==> src/include/mmap_pkg.sv <==
// Constants and types for the memory map and boot select block
// How it works
// - Core SRAM sits only at its own base until remap is commanded.
// - Backup SRAM always decodes at its own base.
// - After remap, core SRAM also appears at address zero.
// - Core SRAM mirrors every 4 KB and backup SRAM every 2 KB, each within its own area.
// - The 12 KB ROM always decodes at its own base.
// - Flash always decodes at its own base.
// - Boot bit set boots Flash; cleared, the default, boots ROM.
// - A valid clear-pin assertion clears the boot bit.
// - Clear pin is filtered on slow ticks; under 100 ms is ignored.
// - Selects for four 1 MB memory areas and one 256 MB peripheral area.
// - Every data access is alignment checked; misalignment aborts.
// - An abort records source, type and all access parameters.
// - Peripherals can be protected against writes, user access, or both.
// - Flash reads take zero to three programmable wait states.
// - A prefetch line buffer lets instruction fetches skip wait states.
// - A forbidden Flash operation raises the interrupt.
// - Flash pages are 256 bytes, 512 pages in one plane.
// - A 128-byte write buffer is filled through 32-bit writes.
// - Boot bit zero and no remap puts ROM at address zero.
package mmap_pkg;
  localparam int MCLK_HZ   = 25_000_000;
  localparam int SLOW_HZ   = 32_768;
  localparam int DEB_MS    = 100;
  localparam int REINIT_MS = 220;
  localparam int SLOW_DIV  = MCLK_HZ / SLOW_HZ;
  localparam int DEB_TICKS_DEF    = (DEB_MS * SLOW_HZ + 999) / 1000;
  localparam int REINIT_TICKS_DEF = (REINIT_MS * SLOW_HZ + 999) / 1000;
  localparam int WBUF_WORDS_DEF   = 32;
  localparam int DEB_W     = 16;
  localparam int DIV_W     = 10;
  // Areas of 1 MB, peripheral area is the top nibble
  localparam logic [11:0] AREA_ZERO  = 12'h000;
  localparam logic [11:0] AREA_FLASH = 12'h001;
  localparam logic [11:0] AREA_SRAM  = 12'h002;
  localparam logic [11:0] AREA_BKP   = 12'h003;
  localparam logic [11:0] AREA_ROM   = 12'h004;
  localparam logic [3:0]  PERIPH_NIB = 4'hF;
  localparam logic [19:0] ROM_LIMIT  = 20'h03000;
  localparam int SRAM_AW   = 12;
  localparam int BKP_AW    = 11;
  localparam int FLASH_AW  = 17;
  localparam int PAGE_LSB  = 8;
  localparam int PAGE_W    = 9;
  localparam int LINE_LSB  = 4;
  // Access sizes
  localparam logic [1:0] SZ_HALF = 2'h1;
  localparam logic [1:0] SZ_WORD = 2'h2;
  // Register offsets
  localparam logic [7:0] REG_CTRL  = 8'h00;
  localparam logic [7:0] REG_FMODE = 8'h04;
  localparam logic [7:0] REG_PROT  = 8'h08;
  localparam logic [7:0] REG_ABST  = 8'h0C;
  localparam logic [7:0] REG_ABADR = 8'h10;
  localparam logic [7:0] REG_FCMD  = 8'h14;
  localparam logic [7:0] REG_FSTAT = 8'h18;
  // Field positions and reset values
  localparam int B_REMAP = 0;
  localparam int B_BSET  = 1;
  localparam int B_BCLR  = 2;
  localparam int B_PFEN  = 4;
  localparam int KEY_LSB = 24;
  localparam logic [1:0] RST_WAIT = 2'h3;
  localparam logic [7:0] FCMD_KEY = 8'h5A;
  typedef enum logic [1:0] {
    ST_IDLE = 2'b01,
    ST_WAIT = 2'b10
  } acc_state_t;
endpackage

==> src/rtl/memory_map_boot_remap.sv <==
// Memory map decoder, remap, boot select, abort and Flash front end
//
// The register offsets and the AHB-Lite interface to the registers were decided locally.
`timescale 1ns/1ns
`default_nettype none
module memory_map_boot_remap
  import mmap_pkg::*;
#(
  parameter int DEB_TICKS    = DEB_TICKS_DEF,
  parameter int REINIT_TICKS = REINIT_TICKS_DEF,
  parameter int WBUF_WORDS   = WBUF_WORDS_DEF
)(
  // Clock and reset
  input  wire logic        mclk,
  input  wire logic        rst,
  // Register bus
  input  wire logic        hsel,
  input  wire logic [31:0] haddr,
  input  wire logic [1:0]  htrans,
  input  wire logic        hwrite,
  input  wire logic [2:0]  hsize,
  input  wire logic [31:0] hwdata,
  input  wire logic        hready,
  output logic             hreadyout,
  output logic [31:0]      hrdata,
  output logic             hresp,
  // Master access port
  input  wire logic        acc_valid,
  input  wire logic        acc_src,
  input  wire logic [31:0] acc_addr,
  input  wire logic [1:0]  acc_size,
  input  wire logic        acc_write,
  input  wire logic        acc_fetch,
  input  wire logic        acc_user,
  input  wire logic [31:0] acc_wdata,
  output logic             acc_ready,
  output logic             acc_done,
  output logic             acc_abort,
  output logic             sel_flash,
  output logic             sel_sram,
  output logic             sel_bkp,
  output logic             sel_rom,
  output logic             sel_periph,
  output logic [19:0]      mem_offset,
  output logic [PAGE_W-1:0] flash_page,
  // Flash write buffer and commands
  input  wire logic [$clog2(WBUF_WORDS)-1:0] wbuf_idx,
  output logic [31:0]      wbuf_rdata,
  output logic             fcmd_valid,
  output logic [7:0]       fcmd_code,
  output logic [PAGE_W-1:0] fcmd_page,
  output logic             flash_irq,
  // Boot source and pins
  input  wire logic        boot_nv_in,
  input  wire logic        nv_clear_pin,
  input  wire logic        test_mode_pin,
  input  wire logic        clock_input_pin,
  input  wire logic        forced_wakeup_pin,
  output logic             boot_source_bit,
  output logic             nv_wr,
  output logic             nv_wdata,
  output logic             flash_reinit,
  output logic             fast_prog_mode
);
  localparam int WB_AW = $clog2(WBUF_WORDS);

  // ----------------------------------------
  // Declarations
  // ----------------------------------------
  logic [31:0]     wbuf [WBUF_WORDS];
  logic [2:0]      pin_s1_ff, pin_s2_ff;
  logic [DIV_W-1:0] div_ff;
  logic [DEB_W-1:0] deb_cnt_ff;
  logic            tick, pin_clr, init_ff;
  logic            remap_ff, boot_ff, fpm_ff;
  logic [1:0]      ws_ff, wcnt_ff;
  logic            pfen_ff, pwr_ff, pusr_ff;
  logic            wph_ff;
  logic [7:0]      wa_ff;
  logic            ahb_take, sw_set, sw_clr;
  logic [31:0]     rd_data;
  logic            take, zsel, rom_in, misal, prot_fail;
  logic            d_flash, d_sram, d_bkp, d_rom, d_per, d_abort;
  logic [11:0]     area;
  logic [19:0]     off, moff;
  logic            pf_hit, need_wait;
  logic [19-LINE_LSB:0] pf_tag_ff;
  logic            pf_val_ff;
  acc_state_t      st_ff;
  logic            ab_val_ff, ab_ovr_ff, ab_clr;
  logic [7:0]      ab_info_ff;
  logic [31:0]     ab_addr_ff;
  logic            fbad_ff, fcmd_wr, fbad_clr;

  // ----------------------------------------
  // Pin synchronisers and slow tick
  // ----------------------------------------
  always_ff @(posedge mclk)
  begin
    pin_s1_ff <= {nv_clear_pin, test_mode_pin, clock_input_pin};
    pin_s2_ff <= pin_s1_ff;
  end

  logic fw_s1_ff, fw_s2_ff;
  always_ff @(posedge mclk)
  begin
    fw_s1_ff <= forced_wakeup_pin;
    fw_s2_ff <= fw_s1_ff;
  end

  assign tick = (div_ff == DIV_W'(SLOW_DIV - 1));

  always_ff @(posedge mclk)
  begin
    if (rst || tick)
      div_ff <= '0;
    else
      div_ff <= div_ff + 1'b1;
  end

  // ----------------------------------------
  // Clear pin filter
  // ----------------------------------------
  // slow tick filter
  always_ff @(posedge mclk)
  begin
    if (rst || !pin_s2_ff[2])
      deb_cnt_ff <= '0;
    else if (tick && deb_cnt_ff != DEB_W'(REINIT_TICKS))
      deb_cnt_ff <= deb_cnt_ff + 1'b1;
  end

  assign pin_clr = tick && pin_s2_ff[2]
                   && deb_cnt_ff == DEB_W'(DEB_TICKS - 1);

  always_ff @(posedge mclk)
  begin
    if (rst)
      flash_reinit <= 1'b0;
    else
      flash_reinit <= tick && pin_s2_ff[2]
                      && deb_cnt_ff == DEB_W'(REINIT_TICKS - 1);
  end

  // ----------------------------------------
  // Boot source, straps and remap
  // ----------------------------------------
  always_ff @(posedge mclk)
  begin
    if (rst)
      init_ff <= 1'b0;
    else
      init_ff <= 1'b1;
  end

  always_ff @(posedge mclk)
  begin
    if (rst)
      boot_ff <= 1'b0;
    else if (!init_ff)
      boot_ff <= boot_nv_in;
    else if (pin_clr || sw_clr)
      boot_ff <= 1'b0;
    else if (sw_set)
      boot_ff <= 1'b1;
  end

  always_ff @(posedge mclk)
  begin
    if (rst)
    begin
      nv_wr    <= 1'b0;
      nv_wdata <= 1'b0;
    end
    else
    begin
      nv_wr    <= init_ff && (pin_clr || sw_clr || sw_set);
      nv_wdata <= !(pin_clr || sw_clr);
    end
  end

  always_ff @(posedge mclk)
  begin
    if (rst)
      fpm_ff <= 1'b0;
    else if (!init_ff)
      fpm_ff <= pin_s2_ff[1] && pin_s2_ff[0] && !fw_s2_ff;
  end

  always_ff @(posedge mclk)
  begin
    if (rst)
      remap_ff <= 1'b0;
    else if (wph_ff && wa_ff == REG_CTRL && hwdata[B_REMAP])
      remap_ff <= 1'b1;
  end

  assign boot_source_bit = boot_ff;
  assign fast_prog_mode  = fpm_ff;

  // ----------------------------------------
  // Register bus slave
  // ----------------------------------------
  assign ahb_take  = hsel && hready && htrans[1];
  assign hreadyout = 1'b1;
  assign hresp     = 1'b0;
  assign sw_set = wph_ff && wa_ff == REG_CTRL && hwdata[B_BSET];
  assign sw_clr = wph_ff && wa_ff == REG_CTRL && hwdata[B_BCLR];
  assign ab_clr   = wph_ff && wa_ff == REG_ABST && hwdata[0];
  assign fbad_clr = wph_ff && wa_ff == REG_FSTAT && hwdata[0];
  assign fcmd_wr  = wph_ff && wa_ff == REG_FCMD;

  always_ff @(posedge mclk)
  begin
    if (rst)
    begin
      wph_ff <= 1'b0;
      wa_ff  <= '0;
      hrdata <= '0;
    end
    else
    begin
      wph_ff <= ahb_take && hwrite;
      wa_ff  <= haddr[7:0];
      if (ahb_take && !hwrite)
        hrdata <= rd_data;
    end
  end

  always_comb
  begin
    rd_data = 32'h00000000;
    unique case (haddr[7:0])
      REG_CTRL:  rd_data = {29'h0, fpm_ff, boot_ff, remap_ff};
      REG_FMODE: rd_data = {27'h0, pfen_ff, 2'h0, ws_ff};
      REG_PROT:  rd_data = {30'h0, pusr_ff, pwr_ff};
      REG_ABST:  rd_data = {16'h0, ab_info_ff, 6'h0, ab_ovr_ff,
                            ab_val_ff};
      REG_ABADR: rd_data = ab_addr_ff;
      REG_FSTAT: rd_data = {31'h0, fbad_ff};
      default:   rd_data = 32'h00000000;
    endcase
  end

  always_ff @(posedge mclk)
  begin
    if (rst)
    begin
      ws_ff   <= RST_WAIT;
      pfen_ff <= 1'b0;
    end
    else if (wph_ff && wa_ff == REG_FMODE)
    begin
      ws_ff   <= hwdata[1:0];
      pfen_ff <= hwdata[B_PFEN];
    end
  end

  always_ff @(posedge mclk)
  begin
    if (rst)
    begin
      pwr_ff  <= 1'b0;
      pusr_ff <= 1'b0;
    end
    else if (wph_ff && wa_ff == REG_PROT)
    begin
      pwr_ff  <= hwdata[0];
      pusr_ff <= hwdata[1];
    end
  end

  // ----------------------------------------
  // Address decode
  // ----------------------------------------
  assign take = acc_valid && acc_ready;

  always_comb
  begin
    area   = acc_addr[31:20];
    off    = acc_addr[19:0];
    zsel   = (area == AREA_ZERO);
    rom_in = (off < ROM_LIMIT);
    d_sram  = (area == AREA_SRAM) || (zsel && remap_ff);
    d_flash = (area == AREA_FLASH) || (zsel && !remap_ff && boot_ff);
    d_rom   = ((area == AREA_ROM) || (zsel && !remap_ff && !boot_ff))
              && rom_in;
    d_bkp   = (area == AREA_BKP);
    d_per   = (acc_addr[31:28] == PERIPH_NIB);
    misal = !acc_fetch && ((acc_size == SZ_HALF && acc_addr[0])
            || (acc_size == SZ_WORD && acc_addr[1:0] != 2'h0));
    prot_fail = d_per && ((pwr_ff && acc_write) || (pusr_ff && acc_user));
    d_abort = misal || prot_fail
              || !(d_sram || d_flash || d_rom || d_bkp || d_per);
    moff = off;
    if (d_sram)
      moff = {{(20-SRAM_AW){1'b0}}, off[SRAM_AW-1:0]};
    else if (d_bkp)
      moff = {{(20-BKP_AW){1'b0}}, off[BKP_AW-1:0]};
    else if (d_flash)
      moff = {{(20-FLASH_AW){1'b0}}, off[FLASH_AW-1:0]};
  end

  assign pf_hit = pfen_ff && pf_val_ff && acc_fetch
                  && pf_tag_ff == off[19:LINE_LSB];
  assign need_wait = d_flash && !acc_write && !d_abort && !pf_hit
                     && ws_ff != 2'h0;

  // ----------------------------------------
  // Access sequencer
  // ----------------------------------------
  assign acc_ready = (st_ff == ST_IDLE);

  always_ff @(posedge mclk)
  begin
    if (rst)
    begin
      sel_flash  <= 1'b0;
      sel_sram   <= 1'b0;
      sel_bkp    <= 1'b0;
      sel_rom    <= 1'b0;
      sel_periph <= 1'b0;
      acc_abort  <= 1'b0;
      mem_offset <= '0;
      flash_page <= '0;
    end
    else if (take)
    begin
      sel_flash  <= d_flash && !d_abort;
      sel_sram   <= d_sram && !d_abort;
      sel_bkp    <= d_bkp && !d_abort;
      sel_rom    <= d_rom && !d_abort;
      sel_periph <= d_per && !d_abort;
      acc_abort  <= d_abort;
      mem_offset <= moff;
      flash_page <= moff[PAGE_LSB +: PAGE_W];
    end
  end

  always_ff @(posedge mclk)
  begin
    if (rst)
    begin
      st_ff    <= ST_IDLE;
      wcnt_ff  <= '0;
      acc_done <= 1'b0;
    end
    else
    begin
      acc_done <= 1'b0;
      unique case (st_ff)
        ST_IDLE:
          if (take && need_wait)
          begin
            st_ff   <= ST_WAIT;
            wcnt_ff <= ws_ff - 2'h1;
          end
          else if (take)
            acc_done <= 1'b1;
        ST_WAIT:
          if (wcnt_ff == 2'h0)
          begin
            st_ff    <= ST_IDLE;
            acc_done <= 1'b1;
          end
          else
            wcnt_ff <= wcnt_ff - 2'h1;
        default:
          st_ff <= ST_IDLE;
      endcase
    end
  end

  always_ff @(posedge mclk)
  begin
    if (rst || !pfen_ff)
    begin
      pf_val_ff <= 1'b0;
      pf_tag_ff <= '0;
    end
    else if (take && acc_fetch && d_flash && !d_abort)
    begin
      pf_val_ff <= 1'b1;
      pf_tag_ff <= off[19:LINE_LSB];
    end
  end

  // ----------------------------------------
  // Abort status
  // ----------------------------------------
  // abort record, set wins
  always_ff @(posedge mclk)
  begin
    if (rst)
    begin
      ab_val_ff  <= 1'b0;
      ab_ovr_ff  <= 1'b0;
      ab_info_ff <= '0;
      ab_addr_ff <= '0;
    end
    else
    begin
      ab_val_ff <= (take && d_abort) || (ab_val_ff && !ab_clr);
      ab_ovr_ff <= (take && d_abort && ab_val_ff && !ab_clr)
                   || (ab_ovr_ff && !ab_clr);
      if (take && d_abort && (!ab_val_ff || ab_clr))
      begin
        ab_info_ff <= {prot_fail, misal, acc_user, acc_src,
                       acc_fetch, acc_write, acc_size};
        ab_addr_ff <= acc_addr;
      end
    end
  end

  // ----------------------------------------
  // Flash write buffer and commands
  // ----------------------------------------
  // word writes fill buffer
  always_ff @(posedge mclk)
  begin
    if (take && !d_abort && d_flash && acc_write && acc_size == SZ_WORD)
      wbuf[off[WB_AW+1:2]] <= acc_wdata;
  end

  always_ff @(posedge mclk)
  begin
    if (rst)
      wbuf_rdata <= '0;
    else
      wbuf_rdata <= wbuf[wbuf_idx];
  end

  always_ff @(posedge mclk)
  begin
    if (rst)
    begin
      fbad_ff    <= 1'b0;
      fcmd_valid <= 1'b0;
      fcmd_code  <= '0;
      fcmd_page  <= '0;
    end
    else
    begin
      fcmd_valid <= fcmd_wr && hwdata[KEY_LSB +: 8] == FCMD_KEY;
      if (fcmd_wr)
      begin
        fcmd_code <= hwdata[7:0];
        fcmd_page <= hwdata[PAGE_LSB +: PAGE_W];
      end
      fbad_ff <= (fcmd_wr && hwdata[KEY_LSB +: 8] != FCMD_KEY)
                 || (fbad_ff && !fbad_clr);
    end
  end

  assign flash_irq = fbad_ff;
endmodule
`default_nettype wire

==> config.mk <==
export PLATFORM = sky130hd
export DESIGN_NAME = memory_map_boot_remap
export DESIGN_NICKNAME = d
export VERILOG_FILES = /design/src/include/mmap_pkg.sv /design/src/rtl/memory_map_boot_remap.sv
export SDC_FILE = /design/constraint.sdc
export NUM_CORES = 1
export LEC_CHECK = 0
export BUFFER_PORTS_ARGS = -buffer_cell sky130_fd_sc_hd__buf_2
export CAP_MARGIN = 40
export CORE_MARGIN = 1
export CORE_UTILIZATION = 47
export DETAILED_ROUTE_END_ITERATION = 10
export GPL_ROUTABILITY_DRIVEN = 0
export HOLD_SLACK_MARGIN = 0.03
export PLACE_DENSITY = 0.66
export SLEW_MARGIN = 20
export SYNTH_ARGS = -nofsm -noshare
export SYNTH_HDL_FRONTEND = slang
export SYNTH_SLANG_ARGS = --single-unit
==> constraint.sdc <==
create_clock -name mclk -period 5.7 [get_ports mclk]
set_input_delay 1.14 -clock mclk [delete_from_list [all_inputs] [get_ports mclk]]
set_output_delay 1.14 -clock mclk [all_outputs]
set_load 0.05 [all_outputs]
-- Yosys cells after proc, flatten, opt, wreduce, memory -nomap -nowiden
Memories as Yosys holds them, arrays and structs flattened. A register that Yosys moved wholly into a read port is not among the register bits.
Cells that the tools add are included.
- register bits: 205
- latch bits: 0
- memory bits (writable): 1024
- bits in read-only memories: 0
- bits of input ports: 155
- output and inout port bits: 127
- word-level logic and storage cells: 204
- memories: 1
- memory list (memory ; words ; bits a word ; rd ports ; clocked after Yosys merged registers in ; wr ports ; line ; text):
    wbuf ; 32 ; 32 ; 1 ; 1 ; 1 ; memory_map_boot_remap.sv:70 ; logic [31:0] wbuf [WBUF_WORDS];
- add/subtract/negate cells: 4
- $mul: 0
- div/mod/pow operators: 0
- order comparisons: 1
- equal/unequal tests: 30
- shift operators: 0
- multiplexer cells: 20
- bitwise logic cells: 0
- reductions and logical operators: 107
- operators with widths (kind ; number):
    32-bit one-hot mux with 6 select lines ; 1
    1-bit logical AND ; 63
    20-bit two-way mux ; 3
    8-bit by 4-bit equality test with 1-bit output, second input constant ; 4
    8-bit by 5-bit equality test with 1-bit output, second input constant ; 4
    12-bit by 2-bit equality test with 1-bit output, second input constant ; 2
    1-bit logical OR ; 20
    20-bit by 14-bit less-than comparator with 1-bit output, second input constant ; 1
    16-bit by 1-bit adder with 16-bit output, second input constant ; 1
    16-bit by 12-bit equality test with 1-bit output, second input constant ; 1
    16-bit by 13-bit equality test with 1-bit output, second input constant ; 1
    16-bit equality test ; 1
    8-bit by 3-bit equality test with 1-bit output, second input constant ; 2
    8-bit logical NOT ; 2
    16-bit by 13-bit != test with 1-bit output, second input constant ; 1
    1-bit logical NOT ; 15
    12-bit by 1-bit equality test with 1-bit output, second input constant ; 1
    12-bit by 3-bit equality test with 1-bit output, second input constant ; 1
    12-bit logical NOT ; 1
    10-bit by 1-bit adder with 10-bit output, second input constant ; 1
    10-bit equality test, second input constant ; 1
    1-bit two-way mux ; 9
    8-bit by 7-bit equality test with 1-bit output, second input constant ; 1
    2-bit two-way mux ; 4
    other kinds (14) ; 21

-- Logic depth before layout (Yosys ltp)
- depth in word-level cells: 17
- mapped depth: 9
- mapped depth without buffers: 7

-- Worst setup path before layout
No wires, ideal clock.
- path type: input port to flip-flop
- start: input port acc_addr[23]
- end: memory wbuf[31][0] (enable)
- library setup time: 0.421 ns
- arrival time: 4.768 ns
- data required time: 5.279 ns
- slack: 0.511 ns
- cell stages on the path: 8
- path buffers: 2
- cell sequence: or4_2 -> or4b_1 -> clkbuf_1 -> a21oi_1 -> o21a_1 -> buf_4 -> nand4_1 -> nor2_1
- longest elaborated chain between the ends: 17
- elaborated cells between the ends (all ways): 26
- those cells by class: eq/ne (4); mux (2); reduce/logical (20)
- RTL lines (what ; line ; text):
    from (decl) ; memory_map_boot_remap.sv:30 ; input wire logic [31:0] acc_addr,
    12-bit logical NOT ; memory_map_boot_remap.sv:282 ; zsel = (area == AREA_ZERO);
    1-bit logical AND ; memory_map_boot_remap.sv:285, memory_map_boot_remap.sv:286 ;
    1-bit logical AND, on equally long branches ; memory_map_boot_remap.sv:285, memory_map_boot_remap.sv:286 ;
    1-bit logical OR, on equally long branches ; memory_map_boot_remap.sv:285, memory_map_boot_remap.sv:286 ;
    1-bit logical OR / 1-bit logical AND (equally long branches) ; memory_map_boot_remap.sv:294, memory_map_boot_remap.sv:287 ;
    1-bit logical OR (3 in a row) ; memory_map_boot_remap.sv:294 ; || !(d_sram || d_flash || d_rom || d_bkp || d_per);
    1-bit logical NOT ; memory_map_boot_remap.sv:294 ;
    1-bit logical OR ; memory_map_boot_remap.sv:294 ;
    1-bit logical NOT ; memory_map_boot_remap.sv:421 ; if (take && !d_abort && d_flash && acc_write && acc_size == SZ_WORD)
    1-bit logical AND ; memory_map_boot_remap.sv:421 ;
    1-bit logical AND (*) (3 in a row) ; memory_map_boot_remap.sv:421 ;
    1-bit two-way mux (*) ; memory_map_boot_remap.sv:421 ;
    1-bit two-way mux (not written as such) (*) ; memory_map_boot_remap.sv:422 ; wbuf[off[WB_AW+1:2]] <= acc_wdata;
    to (decl) ; memory_map_boot_remap.sv:70 ;
Mark *: on every way between the ends. The rest lies on a longest branch, timed or not.

-- Worst setup path after layout
- start: input port acc_addr[23]
- end: memory wbuf[19][13] (enable)
Same word-level chain as after synthesis.

==> results.json <==
{
  "outcome": "finished, final reports clean",
  "post_dp_cell_area_um2": 51180,
  "skew_ps": 19.92,
  "path_clk_slew_ps": 60,
  "worstHoldPathType": "flip-flop to flip-flop",
  "holdWs_ps": 337.8,
  "reg2reg_depth": 8,
  "power_density_nw_per_um2": 338.1,
  "min_period_over_period": 0.7251,
  "setup_tns_ps": 0,
  "clock.fmax_mhz": 242.0,
  "syn_inst": 2487,
  "synth_seq_cells": 1252,
  "startpoint_type": "input pin",
  "post-route-min-period_ps": 4133,
  "die_w_um": 320.7,
  "drv_cap": 0,
  "leakage_nw": 18.20,
  "pre_cts_ws_ps": 829.6,
  "cp.arrival_ps": 4470,
  "critical_path_required_ps": 6030,
  "die_area_um2": 102800,
  "grt_max_degree": 89,
  "ios": 282,
  "cts_hold_buf": 0,
  "clock_path_buffers": 3,
  "path_cells": "buf_2 > or4_2 > or4b_1 > a21oi_1 > o21a_1 > nand4_1 > buf_4 > nor2_4 > buf_4",
  "critPathMostFrequentCell": "buf_4",
  "finalSetupViolCount": 0,
  "initial_core_util": 0.4759,
  "via_count": 24590,
  "hold_viol": 0,
  "drt_first_iter_violations": 2311,
  "syn_area_per_cell_um2": 19.19,
  "finalMaxSlewViolations": 0,
  "fin_util": 0.5480,
  "max_stage_delay_ps": 730,
  "row_count": 116,
  "clk_latency_ps": 720,
  "ys_seq_area_frac": 0.7399,
  "dp_hpwl_mm": 62.56,
  "worst_slew_margin_rel": 0.3904,
  "first_pass_iters": 6,
  "die_y_um": 320.7,
  "synth_area_um2": 47730,
  "r2r_slack_ps": 2550,
  "grt_pass1_wl_mm": 160.9,
  "cp.buffers_inverters": 3,
  "antenna_found_initial": 4,
  "clockRootBuffer": "clkbuf_16",
  "critPathCaptureType": "flip-flop",
  "r2r-end": "wbuf[19][13]",
  "post_cts_buffers": 0,
  "htree_levels": 3,
  "drc_errors": 0,
  "nets": 2938,
  "cts_resized": 0,
  "numCtsBuffers": 121,
  "wl_per_cell_um": 25.54,
  "clock-sinks": 1252,
  "async_reset_ff_frac": 0,
  "io_buffers": 244,
  "path_max_fanout": 32,
  "final_cell_mix": "edfxtp_1 (1024), mux4_2 (321), buf_2 (240)",
  "synth_edf_count": 1024,
  "cp_slowest_cell": "or4_2",
  "path_class": "input pin to flip-flop",
  "ant_nets": 0,
  "worstHoldPathCells": 0,
  "syn_to_final_growth_pct": 15.15,
  "synth.distinct_cells": 63,
  "irDropWorstVdd_v": 0.0002686,
  "layout_setup_ws_ps": 1567,
  "final_common_cell": "edfxtp_1",
  "drive_gt1_frac": 0.3024,
  "grt_use_total": 0.2119,
  "grt_setup_unrepaired": "false",
  "core_um2": 100300,
  "grt-ovfl-total": 0,
  "ys.flop_type": "edfxtp_1",
  "grt_pass1_vias": 25110,
  "routed_wl_mm": 108.2,
  "synth_warnings": 0,
  "cts_tree": "yes",
  "crit_family": "simple AND/OR/NAND/NOR gates",
  "min_to": "pin_s2_ff[0]",
  "vias_per_cell": 5.805,
  "regToRegStartpoint": "boot_source_bit",
  "hp-start": "pin_s1_ff[0]",
  "worst_pin_slew_ps": 914.3,
  "syn_nets": 2649,
  "stdcell_area_um2": 54960
}
==> state kept, by name, indices dropped and copies added (netlist names), 2 cells and up <==
signal / count
wbuf: 1024
ab_addr_ff: 32
hrdata: 32
wbuf_rdata: 32
mem_offset: 20
deb_cnt_ff: 16
pf_tag_ff: 16
div_ff: 10
fcmd_page: 9
ab_info_ff: 8
fcmd_code: 8
wa_ff: 8
pin_s1_ff: 3
pin_s2_ff: 3
st_ff: 2
wcnt_ff: 2
ws_ff: 2
==> power by group <==
group	switching (mW)	total (mW)	internal [mW]
Clock	3.33	7.64	4.31
Sequential	0.0273	9.96	9.93
Combinational	0.628	0.984	0.356
Total	3.99	18.6	14.6
==> cells in the mapped netlist (11+ instances only) <==
master,number,share of area
a22oi_1,22,0.0035
nor3_1,11,0.0012
a21oi_1,93,0.0098
dfxtp_1,228,0.096
nand3_1,39,0.0041
clkbuf_1,108,0.0085
o31ai_1,41,0.0064
buf_4,15,0.0024
mux2i_1,73,0.015
mux4_2,321,0.15
xor2_1,15,0.0028
xnor2_1,24,0.0044
nor2_1,172,0.014
nand4_1,53,0.0069
buf_1,33,0.0026
nor2b_1,13,0.0017
inv_1,14,0.0011
edfxtp_1,1024,0.64
nand2_1,79,0.0062
==> how the worst max path moves through the flow <==
stage,slack [ps],cells past startpoint,end,start
2_1_floorplan,510,8,wbuf[31][0],acc_addr[23]
4_1_cts,1570,9,wbuf[19][13],acc_addr[23]
3_5_place_dp,830,9,wbuf[19][0],acc_addr[23]
3_3_place_gp,880,9,wbuf[18][8],acc_addr[23]
6_report,1570,9,wbuf[19][13],acc_addr[23]
5_1_grt,1390,9,wbuf[19][30],acc_addr[23]
==> logic make-up after synthesis <==
logic type	Yosys count	synth area share
adder cells (fa/ha/maj)	7	0.001835
flip-flops	1252	0.7399
AO/OA/AOI/OAI	197	0.02619
buffers and inverters	174	0.01528
XOR/XNOR	39	0.007157
multiplexers	394	0.1668
other	2	0.0001574
AND/OR/NAND/NOR	422	0.04265
==> per-stage QoR <==
stage / instances / power (mW)
final: 4236 / 18.58
after global routing: 4235 / 19.14
after CTS: 4234 / 18.75
after detailed placement: 4010 / 11.15
after global placement: 4007 / 11.12
after floorplan: 2487 / 10.77
==> cell type report <==
class                   count  area, um^2
repair buffers            325        2161
diodes                      2       5.005
clock inverters            60       479.2
well taps                1357        1698
multi-input cells        1061       11950
inverters                  15       56.30
flip-flops and latches   1252       35310
fillers                  7607       45330
clock buffers             164        3297
==> metal layers <==
metal	share of wire	track usage
met5	0.00018	0
met4	0.020	0.05550
met2	0.51	0.3584
met1	0.41	0.2862
met3	0.059	0.03460
(Power assumes the default switching activity.)
